### config.mk
export PLATFORM = sky130hd
export DESIGN_NAME = ddsc_channel
export DESIGN_NICKNAME = d
export VERILOG_FILES = /design/src/hw/ddsc_pkg.sv /design/src/hw/ddsc_fifo.sv /design/src/hw/ddsc_channel.sv
export VERILOG_INCLUDE_DIRS = /design/src /design/src/hw
export SDC_FILE = /design/constraint.sdc
export NUM_CORES = 1
export LEC_CHECK = 0
export BUFFER_PORTS_ARGS = -buffer_cell sky130_fd_sc_hd__buf_2
export CORE_MARGIN = 2
export CORE_UTILIZATION = 40
export DETAILED_ROUTE_END_ITERATION = 7
export HOLD_SLACK_MARGIN = 0.02
export PLACE_DENSITY = 0.61
export SLEW_MARGIN = 10
export SYNTH_ARGS = -nofsm -noshare
export SYNTH_HDL_FRONTEND = slang
export SYNTH_HIERARCHICAL = 1
export SYNTH_SLANG_ARGS = --single-unit
### constraint.sdc
create_clock -name clk -period 27 [get_ports clk]
set_input_delay 2.7 -clock clk [delete_from_list [all_inputs] [get_ports clk]]
set_output_delay 2.7 -clock clk [all_outputs]
set_load 0.02 [all_outputs]
### src/hw/ddsc_map.svh
// constants for one synthesizer channel: widths, field positions, reset values
`ifndef DDSC_MAP_SVH
`define DDSC_MAP_SVH
`define DDSC_ACC_W 32
`define DDSC_SAMPLE_W 12
`define DDSC_CODE_W 3
`define DDSC_CODE_LSB 29
`define DDSC_HI_MSB 31
`define DDSC_HI_LSB 24
`define DDSC_LO_MSB 23
`define DDSC_PHASE_LSB 20
`define DDSC_HALF_MSB 10
`define DDSC_HALF_ONE 12'h800
`define DDSC_SINE_SHIFT 9
`define DDSC_SINE_MAX 11'h7FF
`define DDSC_FIFO_DEPTH 32
`define DDSC_PAD_DEPTH 23
`define DDSC_ACC_RESET 32'h0000_0000
`define DDSC_SAMPLE_RESET 12'h000
`endif

### src/hw/ddsc_pkg.sv
// types shared by the channel, its checks and its bench
package ddsc_pkg;
   // settings written by the processor, pending or active copy
   typedef struct packed {
      logic [31:0] increment_a;
      logic [31:0] increment_b;
      logic hop_phase_enable;
      logic pin_phase_enable;
      logic pin_select_enable;
      logic partial_add_enable;
      logic twos_complement;
   } ddsc_cfg_t;
   // one coded sample heading for the dac
   typedef struct packed {
      logic [11:0] data;
   } ddsc_sample_t;
endpackage : ddsc_pkg

### src/hw/ddsc_fifo.sv
// sample fifo with valid/ready on both sides
`timescale 1ns/1ps
module ddsc_fifo #(
   parameter int WIDTH = 12,
   parameter int DEPTH = 32
) (
   input wire logic clk,
   input wire logic rst_n,
   input wire logic [WIDTH-1:0] in_data,
   input wire logic in_valid,
   output logic in_ready,
   output logic [WIDTH-1:0] out_data,
   output logic out_valid,
   input wire logic out_ready
);
   localparam int AW = $clog2(DEPTH);
   logic [WIDTH-1:0] mem [DEPTH];
   logic [AW:0] wr_ptr;
   logic [AW:0] rd_ptr;
   logic do_wr;
   logic do_rd;
   // extra pointer bit tells full from empty
   assign in_ready = (wr_ptr[AW-1:0] != rd_ptr[AW-1:0]) || (wr_ptr[AW] == rd_ptr[AW]);
   assign out_valid = (wr_ptr != rd_ptr);
   assign out_data = mem[rd_ptr[AW-1:0]];
   assign do_wr = in_valid && in_ready;
   assign do_rd = out_valid && out_ready;
   // storage carries no reset, pointers guard it
   always_ff @(posedge clk) begin
      if (do_wr) begin
         mem[wr_ptr[AW-1:0]] <= in_data;
      end
   end
   always_ff @(posedge clk or negedge rst_n) begin
      if (!rst_n) begin
         wr_ptr <= '0;
      end else if (do_wr) begin
         wr_ptr <= wr_ptr + 1'b1;
      end
   end
   always_ff @(posedge clk or negedge rst_n) begin
      if (!rst_n) begin
         rd_ptr <= '0;
      end else if (do_rd) begin
         rd_ptr <= rd_ptr + 1'b1;
      end
   end
endmodule : ddsc_fifo

### src/hw/ddsc_channel.sv
// one synthesizer channel: increment select, hop activation, phase offset, sine output
`timescale 1ns/1ps
`include "ddsc_map.svh"
module ddsc_channel import ddsc_pkg::*; #(
   parameter int PAD_DEPTH = `DDSC_PAD_DEPTH,
   parameter int FIFO_DEPTH = `DDSC_FIFO_DEPTH
) (
   input wire logic clk,
   input wire logic rst_n,
   input wire ddsc_cfg_t pending_cfg,
   input wire logic hop_strobe,
   input wire logic freq_select_in,
   input wire logic freq_select_latch,
   input wire logic [2:0] phase_code_in,
   input wire logic phase_code_latch,
   input wire logic sample_ready,
   output logic [11:0] sample_out,
   output logic sample_strobe,
   output logic hop_pending,
   output logic freq_select_active,
   output logic [2:0] phase_code_active
);
   // every asynchronous pin passes three flops; stage 1 feeds stage 2 only
   logic [2:0] hop_sync;
   logic [2:0] fsl_sync;
   logic [2:0] fsi_sync;
   logic [2:0] pcl_sync;
   logic [2:0] pci_s1;
   logic [2:0] pci_s2;
   logic [2:0] pci_s3;
   logic hop_rise;
   logic fsl_rise;
   logic pcl_rise;
   ddsc_cfg_t active_cfg;
   logic one_shot;
   logic freq_select;
   logic [2:0] phase_code;
   logic [31:0] acc;
   logic [31:0] next_inc;
   logic [7:0] hi_sum;
   logic [31:0] phase;
   logic [11:0] raw_sample;
   logic [11:0] pad [PAD_DEPTH];
   logic [PAD_DEPTH-1:0] pad_valid;
   logic run;
   logic fifo_in_ready;
   ddsc_sample_t fifo_out;
   logic fifo_out_valid;
   logic fifo_pop;

   // synchronisers for strobes and their data
   always_ff @(posedge clk or negedge rst_n) begin
      if (!rst_n) begin
         hop_sync <= 3'h0;
         fsl_sync <= 3'h0;
         fsi_sync <= 3'h0;
         pcl_sync <= 3'h0;
      end else begin
         hop_sync <= {hop_sync[1:0], hop_strobe};
         fsl_sync <= {fsl_sync[1:0], freq_select_latch};
         fsi_sync <= {fsi_sync[1:0], freq_select_in};
         pcl_sync <= {pcl_sync[1:0], phase_code_latch};
      end
   end
   always_ff @(posedge clk or negedge rst_n) begin
      if (!rst_n) begin
         pci_s1 <= 3'h0;
         pci_s2 <= 3'h0;
         pci_s3 <= 3'h0;
      end else begin
         pci_s1 <= phase_code_in;
         pci_s2 <= pci_s1;
         pci_s3 <= pci_s2;
      end
   end
   // a rise counts once stages two and three disagree upward
   assign hop_rise = hop_sync[1] && !hop_sync[2];
   assign fsl_rise = fsl_sync[1] && !fsl_sync[2];
   assign pcl_rise = pcl_sync[1] && !pcl_sync[2];

   // pending_cfg stands for the processor-written registers
   // each channel instance has its own clock, strobes and settings
   // hop strobe moves pending settings into the active copy
   // the processor keeps its own pending copy, so hop_phase_enable stays set
   always_ff @(posedge clk or negedge rst_n) begin
      if (!rst_n) begin
         active_cfg <= '0;
      end else if (hop_rise) begin
         active_cfg <= pending_cfg;
      end
   end

   // one-shot arms on each hop while hop phase enable is pending
   // consumed on the first accumulation that runs; a new hop re-arms (set wins)
   always_ff @(posedge clk or negedge rst_n) begin
      if (!rst_n) begin
         one_shot <= 1'b0;
      end else if (hop_rise) begin
         one_shot <= pending_cfg.hop_phase_enable;
      end else if (run) begin
         one_shot <= 1'b0;
      end
   end

   // frequency select captured on the latch rise, synchronised data
   always_ff @(posedge clk or negedge rst_n) begin
      if (!rst_n) begin
         freq_select <= 1'b0;
      end else if (fsl_rise) begin
         freq_select <= fsi_sync[2];
      end
   end

   // phase code captured only while pin phase enable is active
   always_ff @(posedge clk or negedge rst_n) begin
      if (!rst_n) begin
         phase_code <= 3'h0;
      end else if (pcl_rise && active_cfg.pin_phase_enable) begin
         phase_code <= pci_s3;
      end
   end

   // increment choice; upper bytes wrap in the partial add
   assign hi_sum = 8'(active_cfg.increment_a[`DDSC_HI_MSB:`DDSC_HI_LSB]
                 + active_cfg.increment_b[`DDSC_HI_MSB:`DDSC_HI_LSB]);
   always_comb begin
      next_inc = active_cfg.increment_a;
      if (one_shot) begin
         if (active_cfg.partial_add_enable) begin
            next_inc = {hi_sum, active_cfg.increment_a[`DDSC_LO_MSB:0]};
         end else begin
            next_inc = active_cfg.increment_b;
         end
      end else if (active_cfg.pin_phase_enable) begin
         next_inc = active_cfg.increment_a;
      end else if (active_cfg.pin_select_enable && freq_select) begin
         next_inc = active_cfg.increment_b;
      end
   end

   // accumulator never reloads on a switch, so frequency steps are phase continuous
   always_ff @(posedge clk or negedge rst_n) begin
      if (!rst_n) begin
         acc <= `DDSC_ACC_RESET;
      end else if (run) begin
         acc <= acc + next_inc;
      end
   end

   // code times 45 degrees lands on the top three phase bits
   always_ff @(posedge clk or negedge rst_n) begin
      if (!rst_n) begin
         phase <= `DDSC_ACC_RESET;
      end else if (run) begin
         phase <= acc + {phase_code, {`DDSC_CODE_LSB{1'b0}}};
      end
   end

   // parabolic sine: half wave 4x(1-x), sign from top phase bit
   // trades a lookup table for a few percent of shape error
   function automatic logic [11:0] sine_of(input logic [11:0] p, input logic twos);
      logic [10:0] x;
      logic [21:0] prod;
      logic [10:0] mag;
      logic [11:0] s;
      x = p[`DDSC_HALF_MSB:0];
      prod = 22'(x) * 22'(12'h800 - 12'(x));
      mag = (prod[21:`DDSC_SINE_SHIFT] > 13'(`DDSC_SINE_MAX)) ? `DDSC_SINE_MAX
            : prod[19:`DDSC_SINE_SHIFT];
      s = p[11] ? 12'(-{1'b0, mag}) : {1'b0, mag};
      // offset binary flips the sign bit of two's complement
      sine_of = twos ? s : (s ^ `DDSC_HALF_ONE);
   endfunction : sine_of

   always_ff @(posedge clk or negedge rst_n) begin
      if (!rst_n) begin
         raw_sample <= `DDSC_SAMPLE_RESET;
      end else if (run) begin
         raw_sample <= sine_of(phase[`DDSC_ACC_W-1:`DDSC_PHASE_LSB], active_cfg.twos_complement);
      end
   end

   // padding line sets the hop-to-output delay
   always_ff @(posedge clk) begin
      if (run) begin
         pad[0] <= raw_sample;
         for (int i = 1; i < PAD_DEPTH; i++) begin
            pad[i] <= pad[i-1];
         end
      end
   end
   always_ff @(posedge clk or negedge rst_n) begin
      if (!rst_n) begin
         pad_valid <= '0;
      end else if (run) begin
         pad_valid <= {pad_valid[PAD_DEPTH-2:0], 1'b1};
      end
   end

   // a full fifo stalls the whole pipeline, so no sample is lost
   assign run = fifo_in_ready;

   ddsc_fifo #(
      .WIDTH(`DDSC_SAMPLE_W),
      .DEPTH(FIFO_DEPTH)
   ) u_fifo (
      .clk(clk),
      .rst_n(rst_n),
      .in_data(pad[PAD_DEPTH-1]),
      .in_valid(pad_valid[PAD_DEPTH-1]),
      .in_ready(fifo_in_ready),
      .out_data(fifo_out),
      .out_valid(fifo_out_valid),
      .out_ready(fifo_pop)
   );
   assign fifo_pop = fifo_out_valid && sample_ready;

   // one sample and one strobe per clock while the dac takes them
   always_ff @(posedge clk or negedge rst_n) begin
      if (!rst_n) begin
         sample_out <= `DDSC_SAMPLE_RESET;
         sample_strobe <= 1'b0;
      end else begin
         sample_strobe <= fifo_pop;
         if (fifo_pop) begin
            sample_out <= fifo_out.data;
         end
      end
   end

   // status mirrors, registered
   always_ff @(posedge clk or negedge rst_n) begin
      if (!rst_n) begin
         hop_pending <= 1'b0;
         freq_select_active <= 1'b0;
         phase_code_active <= 3'h0;
      end else begin
         hop_pending <= one_shot;
         freq_select_active <= freq_select;
         phase_code_active <= phase_code;
      end
   end
endmodule : ddsc_channel

### Word level (Yosys, flattened, before mapping)

Memory sizes are Yosys's and may differ from the RTL's. A register that Yosys moved wholly into a read port is not among the register bits.
Cells that the tools add are included.

* memories kept: 2
* bits of input ports: 79
* flip-flop bits (word level): 211
* memory bits (writable): 660
* output and inout port bits: 18
* logic and storage cells: 68

* equality and inequality tests: 3
* mux-type cells: 13
* magnitude comparators: 1
* bitwise gates (word level): 1
* reductions and logical operators: 14
* multiply operators: 1
* add/sub/neg operators: 7

Memory list
* u_fifo.mem: words 32, bits a word 12, rd ports 1, clocked after Yosys merged registers in 1, write ports 1, RTL line ddsc_fifo.sv:17 `logic [WIDTH-1:0] mem [DEPTH];`
* pad: words 23, bits a word 12, rd ports 23, clocked after Yosys merged registers in 0, write ports 23, RTL line ddsc_channel.sv:43 `logic [11:0] pad [PAD_DEPTH];`

Operators with widths (count)
* 2-to-1 mux 32 bit: 4
* adder 32 bit: 2
* 2-to-1 mux 12 bit: 2
* multiplier 12 x 13 -> 22 bit: 1
* > comparator 13 x 11 -> 1 bit (second input constant): 1
* subtractor 12 x 11 -> 13 bit (first input constant): 1
* adder 6 x 1 -> 6 bit (second input constant): 2
* negation 11 -> 12 bit: 1
* 2-to-1 mux 11 bit: 1
* adder 8 bit: 1
* logical AND 1 bit: 8
* 2-to-1 mux 1 bit: 6
* != test 6 bit: 1
* != test 5 bit: 1
* zero test 1 bit: 4
* nonzero test 2 bit: 1
* equality test 1 bit: 1
* logical OR 1 bit: 1
* NOT 1 bit: 1

### Depth between registers and ports, before layout

* word-level depth: 8
* mapped depth: 34
* mapped depth without buffers: 32

### Cells and area by module

The synthesis kept the hierarchy.

Modules (own cells, without submodules)
* ddsc_channel: cells each 1555, times used 1, sequential area each 13067.5 um^2, area an instance 22237.6 um^2
* ddsc_fifo: cells each 747, times used 1, sequential area each 11831.3 um^2, area an instance 15476.1 um^2

### Least setup slack after synthesis

Ideal clock, no wire load.

* kind: flip-flop to flip-flop
* from: register u_fifo.rd_ptr[0]
* to: register pad_valid[14]
* arrival: 8.700 ns
* library setup time: 0.125 ns
* path buffers: 5
* setup slack: 18.176 ns
* clock period less this slack: 8.824 ns
* cell stages (with the launch flop): 10
* data required time: 26.875 ns
* path through: dfrtp_1 buf_6 buf_6 xor2_1 nor3_2 nand2_1 buf_2 clkbuf_1 clkbuf_1 mux2_2

* word-level cells in the longest chain between the ends: 2

RTL lines
* start: declaration: RTL line ddsc_fifo.sv:19 `logic [AW:0] rd_ptr;`
* start signal: assignment: RTL line ddsc_fifo.sv:45 `rd_ptr <= rd_ptr + 1'b1;`
* != test 5 bit: RTL line ddsc_fifo.sv:23 `assign in_ready = (wr_ptr[AW-1:0] != rd_ptr[AW-1:0]) || (wr_ptr[AW] == rd_ptr[AW]);`
* logical OR 1 bit: RTL line ddsc_fifo.sv:23
* via fifo_in_ready: RTL line ddsc_channel.sv:46 `logic fifo_in_ready;`
* end signal: assignment: RTL line ddsc_channel.sv:196 `pad_valid <= {pad_valid[PAD_DEPTH-2:0], 1'b1};`
* end: declaration: RTL line ddsc_channel.sv:44 `logic [PAD_DEPTH-1:0] pad_valid;`

The timed path passes the listed nets, and every way through them passes these cells.
A chain may end at the register's enable or synchronous reset.

### Worst setup path after layout

* from: register phase[24]
* to: register raw_sample[8]

* word-level cells in the longest chain between the ends: 7

RTL lines
* start: declaration: RTL line ddsc_channel.sv:41 `logic [31:0] phase;`
* start signal: assignment: RTL line ddsc_channel.sv:153 `` phase <= `DDSC_ACC_RESET; ``
* start signal: assignment: RTL line ddsc_channel.sv:155 `` phase <= acc + {phase_code, {`DDSC_CODE_LSB{1'b0}}}; ``
* subtractor 12 x 11 -> 13 bit: RTL line ddsc_channel.sv:167 `prod = 22'(x) * 22'(12'h800 - 12'(x));`
* multiplier 12 x 13 -> 22 bit *: RTL line ddsc_channel.sv:167
* > comparator 13 x 11 -> 1 bit: RTL line ddsc_channel.sv:168 `` mag = (prod[21:`DDSC_SINE_SHIFT] > 13'(`DDSC_SINE_MAX)) ? `DDSC_SINE_MAX ``
* 2-to-1 mux 11 bit *: RTL line ddsc_channel.sv:168
* negation 11 -> 12 bit: RTL line ddsc_channel.sv:170 `s = p[11] ? 12'(-{1'b0, mag}) : {1'b0, mag};`
* 2-to-1 mux 12 bit *: RTL line ddsc_channel.sv:170
* 2-to-1 mux 12 bit *: RTL line ddsc_channel.sv:172 `` sine_of = twos ? s : (s ^ `DDSC_HALF_ONE); ``
* end signal: assignment: RTL line ddsc_channel.sv:177 `` raw_sample <= `DDSC_SAMPLE_RESET; ``
* end signal: assignment: RTL line ddsc_channel.sv:179 `` raw_sample <= sine_of(phase[`DDSC_ACC_W-1:`DDSC_PHASE_LSB], active_cfg.twos_complement); ``
* end: declaration: RTL line ddsc_channel.sv:42 `logic [11:0] raw_sample;`

Mark *: on every way between the ends. The rest lies on a longest branch, timed or not.

==> out/results.tsv <==
metric	value	unit
rows	112	
r2r_start	phase[24]$_DFFE_PN0P_	
synth_area_leaders	edfxtp_1 (53%), dfrtp_1 (13%), mux2_2 (5.0%)	
synth-async-reset-ratio	0.2352	
dieArea	0.09676	mm2
fill_cells	8060	
fin_util	0.4582	
vias_per_cell	5.162	
cts.clk_slew.worst_paths	0.06	ns
cap_violations	0	
cts_tree	done	
clock-sinks	863	
gp_congestion	0.8056	
grt_pass1_vias	20194	
cp-start-kind	register	
ys_warn_count	6	
io_pins	97	
max_freq	0.1169	GHz
synth_commonest_cells	edfxtp_1 (660), dfrtp_1 (203), mux2_2 (168)	
clock_path_buffers	3	
path_max_fanout	18	
synthCells	2302	
cts_root_buffer	clkbuf_16	
clk_latency	0.66	ns
drive_above_1_share	0.2231	
relSlewSlack	0.1599	
ant_nets	0	
synth_edf_count	660	
fin_skew	0.03251	ns
numPortBuffers	96	
tns	0	ns
period_share	0.3167	
pre_cts_ws	18.50	ns
drv_slew	0	
first_iter_violations	1507	
syn_area	0.03771	mm2
crit_arrival	9.11	ns
critPathCaptureType	register	
slowest_stage	or4_1	
hold_buffers	0	
regArea	0.02491	mm2
ys_seq_area_frac	0.6602	
antenna_found_initial	0	
wl_per_cell	19.47	um
grt_overflow_total	0	
syn2layout_area_growth	13.39	%
multiInputGateArea	0.01194	mm2
hold_viol_final	0	
totalWireLength	73.47	mm
synth.most_common_cell	edfxtp_1	
dp_hpwl	46.88	mm
cts_buffers	90	
timing.rr.end	raw_sample[8]$_DFFE_PN0P_	
ys_seq_elements	863	
grt_max_degree	144	
r2r_slack	18.45	ns
initial_utilization	0.4041	
htreeDepth	3	
min_from	pci_s1[2]$_DFF_PN0_	
nets	2733	
hp-class	register to register	
synth_top_cell_area_share	0.5255	
yosysUniqueCellTypes	84	
cts_resized	0	
rsz0062_at_grt	no	
cpPeakStageDelay	0.66	ns
yosysTopAreaCell	edfxtp_1	
critPathKind	register to register	
fin_ws	18.45	ns
status	finished, final reports clean	
drc	0	
crit_path_frequent_cell	fa_1	
cp_data_required_time	27.55	ns
dr.pass1.iters	5	
yosys_most_used_dff	edfxtp_1	
setup_viol	0	
final.min_clock_period	8.551	ns
post_cts_buffers	0	
tightest_slew	1.255	ns
syn_avg_cell_area	16.38	um2
die_h	311.1	um
core_area	0.09333	mm2
antenna_cells	0	
reg2regPathDepth	28	
hold_end	pci_s2[2]$_DFF_PN0_	
num_vias	19475	
grtUsageTotal	0.1534	
grt_pass1_wl	116.2	mm
whs_path_depth	0	
fp.dieW	311.1	um
-- flip-flops by register name, indices dropped and copies added, names as in the netlist, 12 cells and up --
| signal | flops |
|---|---|
| phase | 12 |
| u_fifo/mem | 384 |
| raw_sample | 12 |
| pad | 276 |
| pad_valid | 23 |
| active_cfg | 68 |
| acc | 32 |
| sample_out | 12 |
-- cell usage in the layout, fill, tap and decap left out, types with 8 or more instances in the layout --
master	instances
a22oi_1	12
mux2i_1	57
ha_1	117
edfxtp_1	660
conb_1	10
dfrtp_1	201
xor2_1	19
fa_1	91
nand2b_1	55
nor2_2	8
bufinv_16	9
mux4_2	68
a2111oi_2	9
clkinv_1	13
nand2_1	65
or2_2	9
xnor2_1	42
a211oi_1	13
a21oi_1	82
buf_2	95
o221ai_1	12
a21o_1	27
clkbuf_8	8
nand3b_1	8
clkbuf_1	16
inv_1	127
nor2_1	81
and2_1	14
clkinv_2	18
nor2b_1	44
clkbuf_16	91
nor3_1	18
o22ai_1	13
o21ai_0	33
mux2_2	168
buf_4	34
a22o_1	11
nand3_1	21
-- through the flow --
step                      hold WS (ns)  instances  instance area (um2)
after floorplan                 0.3312       2310                37740
after global placement          0.3348       3604                39630
after detailed placement        0.3364       3604                39630
after CTS                       0.3468       3769                42660
after global routing            0.3520       3773                42760
final                           0.3397       3773                42760
-- worst max-delay path, delay by kind of cell, from the launching register on --
kind            cells  cell delay, ns
compound gates      9            1.92
fa+ha+maj           8            3.59
buf+inv             3            0.15
flops               1            0.59
simple gates        8            2.18
-- layout make-up --
type                    instances  area share
clock buffers                 114     0.05664
clock inverters                51     0.01416
inverters                     127     0.01115
multi-input cells            1229      0.2791
flip-flops and latches        863      0.5824
well taps                    1254     0.03669
repair buffers                135     0.01984
-- metal layers --
metal,vias to the layer above,share of wire,global-route usage
li1,8890,-,-
met1,9995,0.43,0.2062
met2,478,0.49,0.2559
met3,112,0.049,0.02466
met4,0,0.023,0.04853
met5,-,0,0
-- cell families (layout without fill, tap and decap cells) --
kind of cell    count (synthesis)  after routing  share of synthesized area
fa+ha+maj                     208            208                    0.08712
compound gates                278            278                    0.05212
xor+xnor                       61             61                    0.01417
other cells                     2             10                  0.0001991
buf+inv                       218            427                    0.02548
mux                           297            297                     0.1083
simple gates                  375            375                    0.05245
flops                         863            863                     0.6602
-- worst max path at each step --
stage,cells past startpoint,endpoint,slack [ns],startpoint
2_1_floorplan,9,pad_valid[14]$_DFFE_PN0P_,18.18,u_fifo/rd_ptr[0]$_DFFE_PN0P_
3_3_place_gp,28,raw_sample[8]$_DFFE_PN0P_,18.77,phase[24]$_DFFE_PN0P_
3_5_place_dp,28,raw_sample[8]$_DFFE_PN0P_,18.50,phase[24]$_DFFE_PN0P_
4_1_cts,28,raw_sample[8]$_DFFE_PN0P_,18.47,phase[24]$_DFFE_PN0P_
5_1_grt,28,raw_sample[8]$_DFFE_PN0P_,17.95,phase[24]$_DFFE_PN0P_
6_report,28,raw_sample[8]$_DFFE_PN0P_,18.45,phase[24]$_DFFE_PN0P_
Power is left out: the tool's default activity adds up to more than one toggle a clock period on the data nets, which glitch-free logic cannot reach.
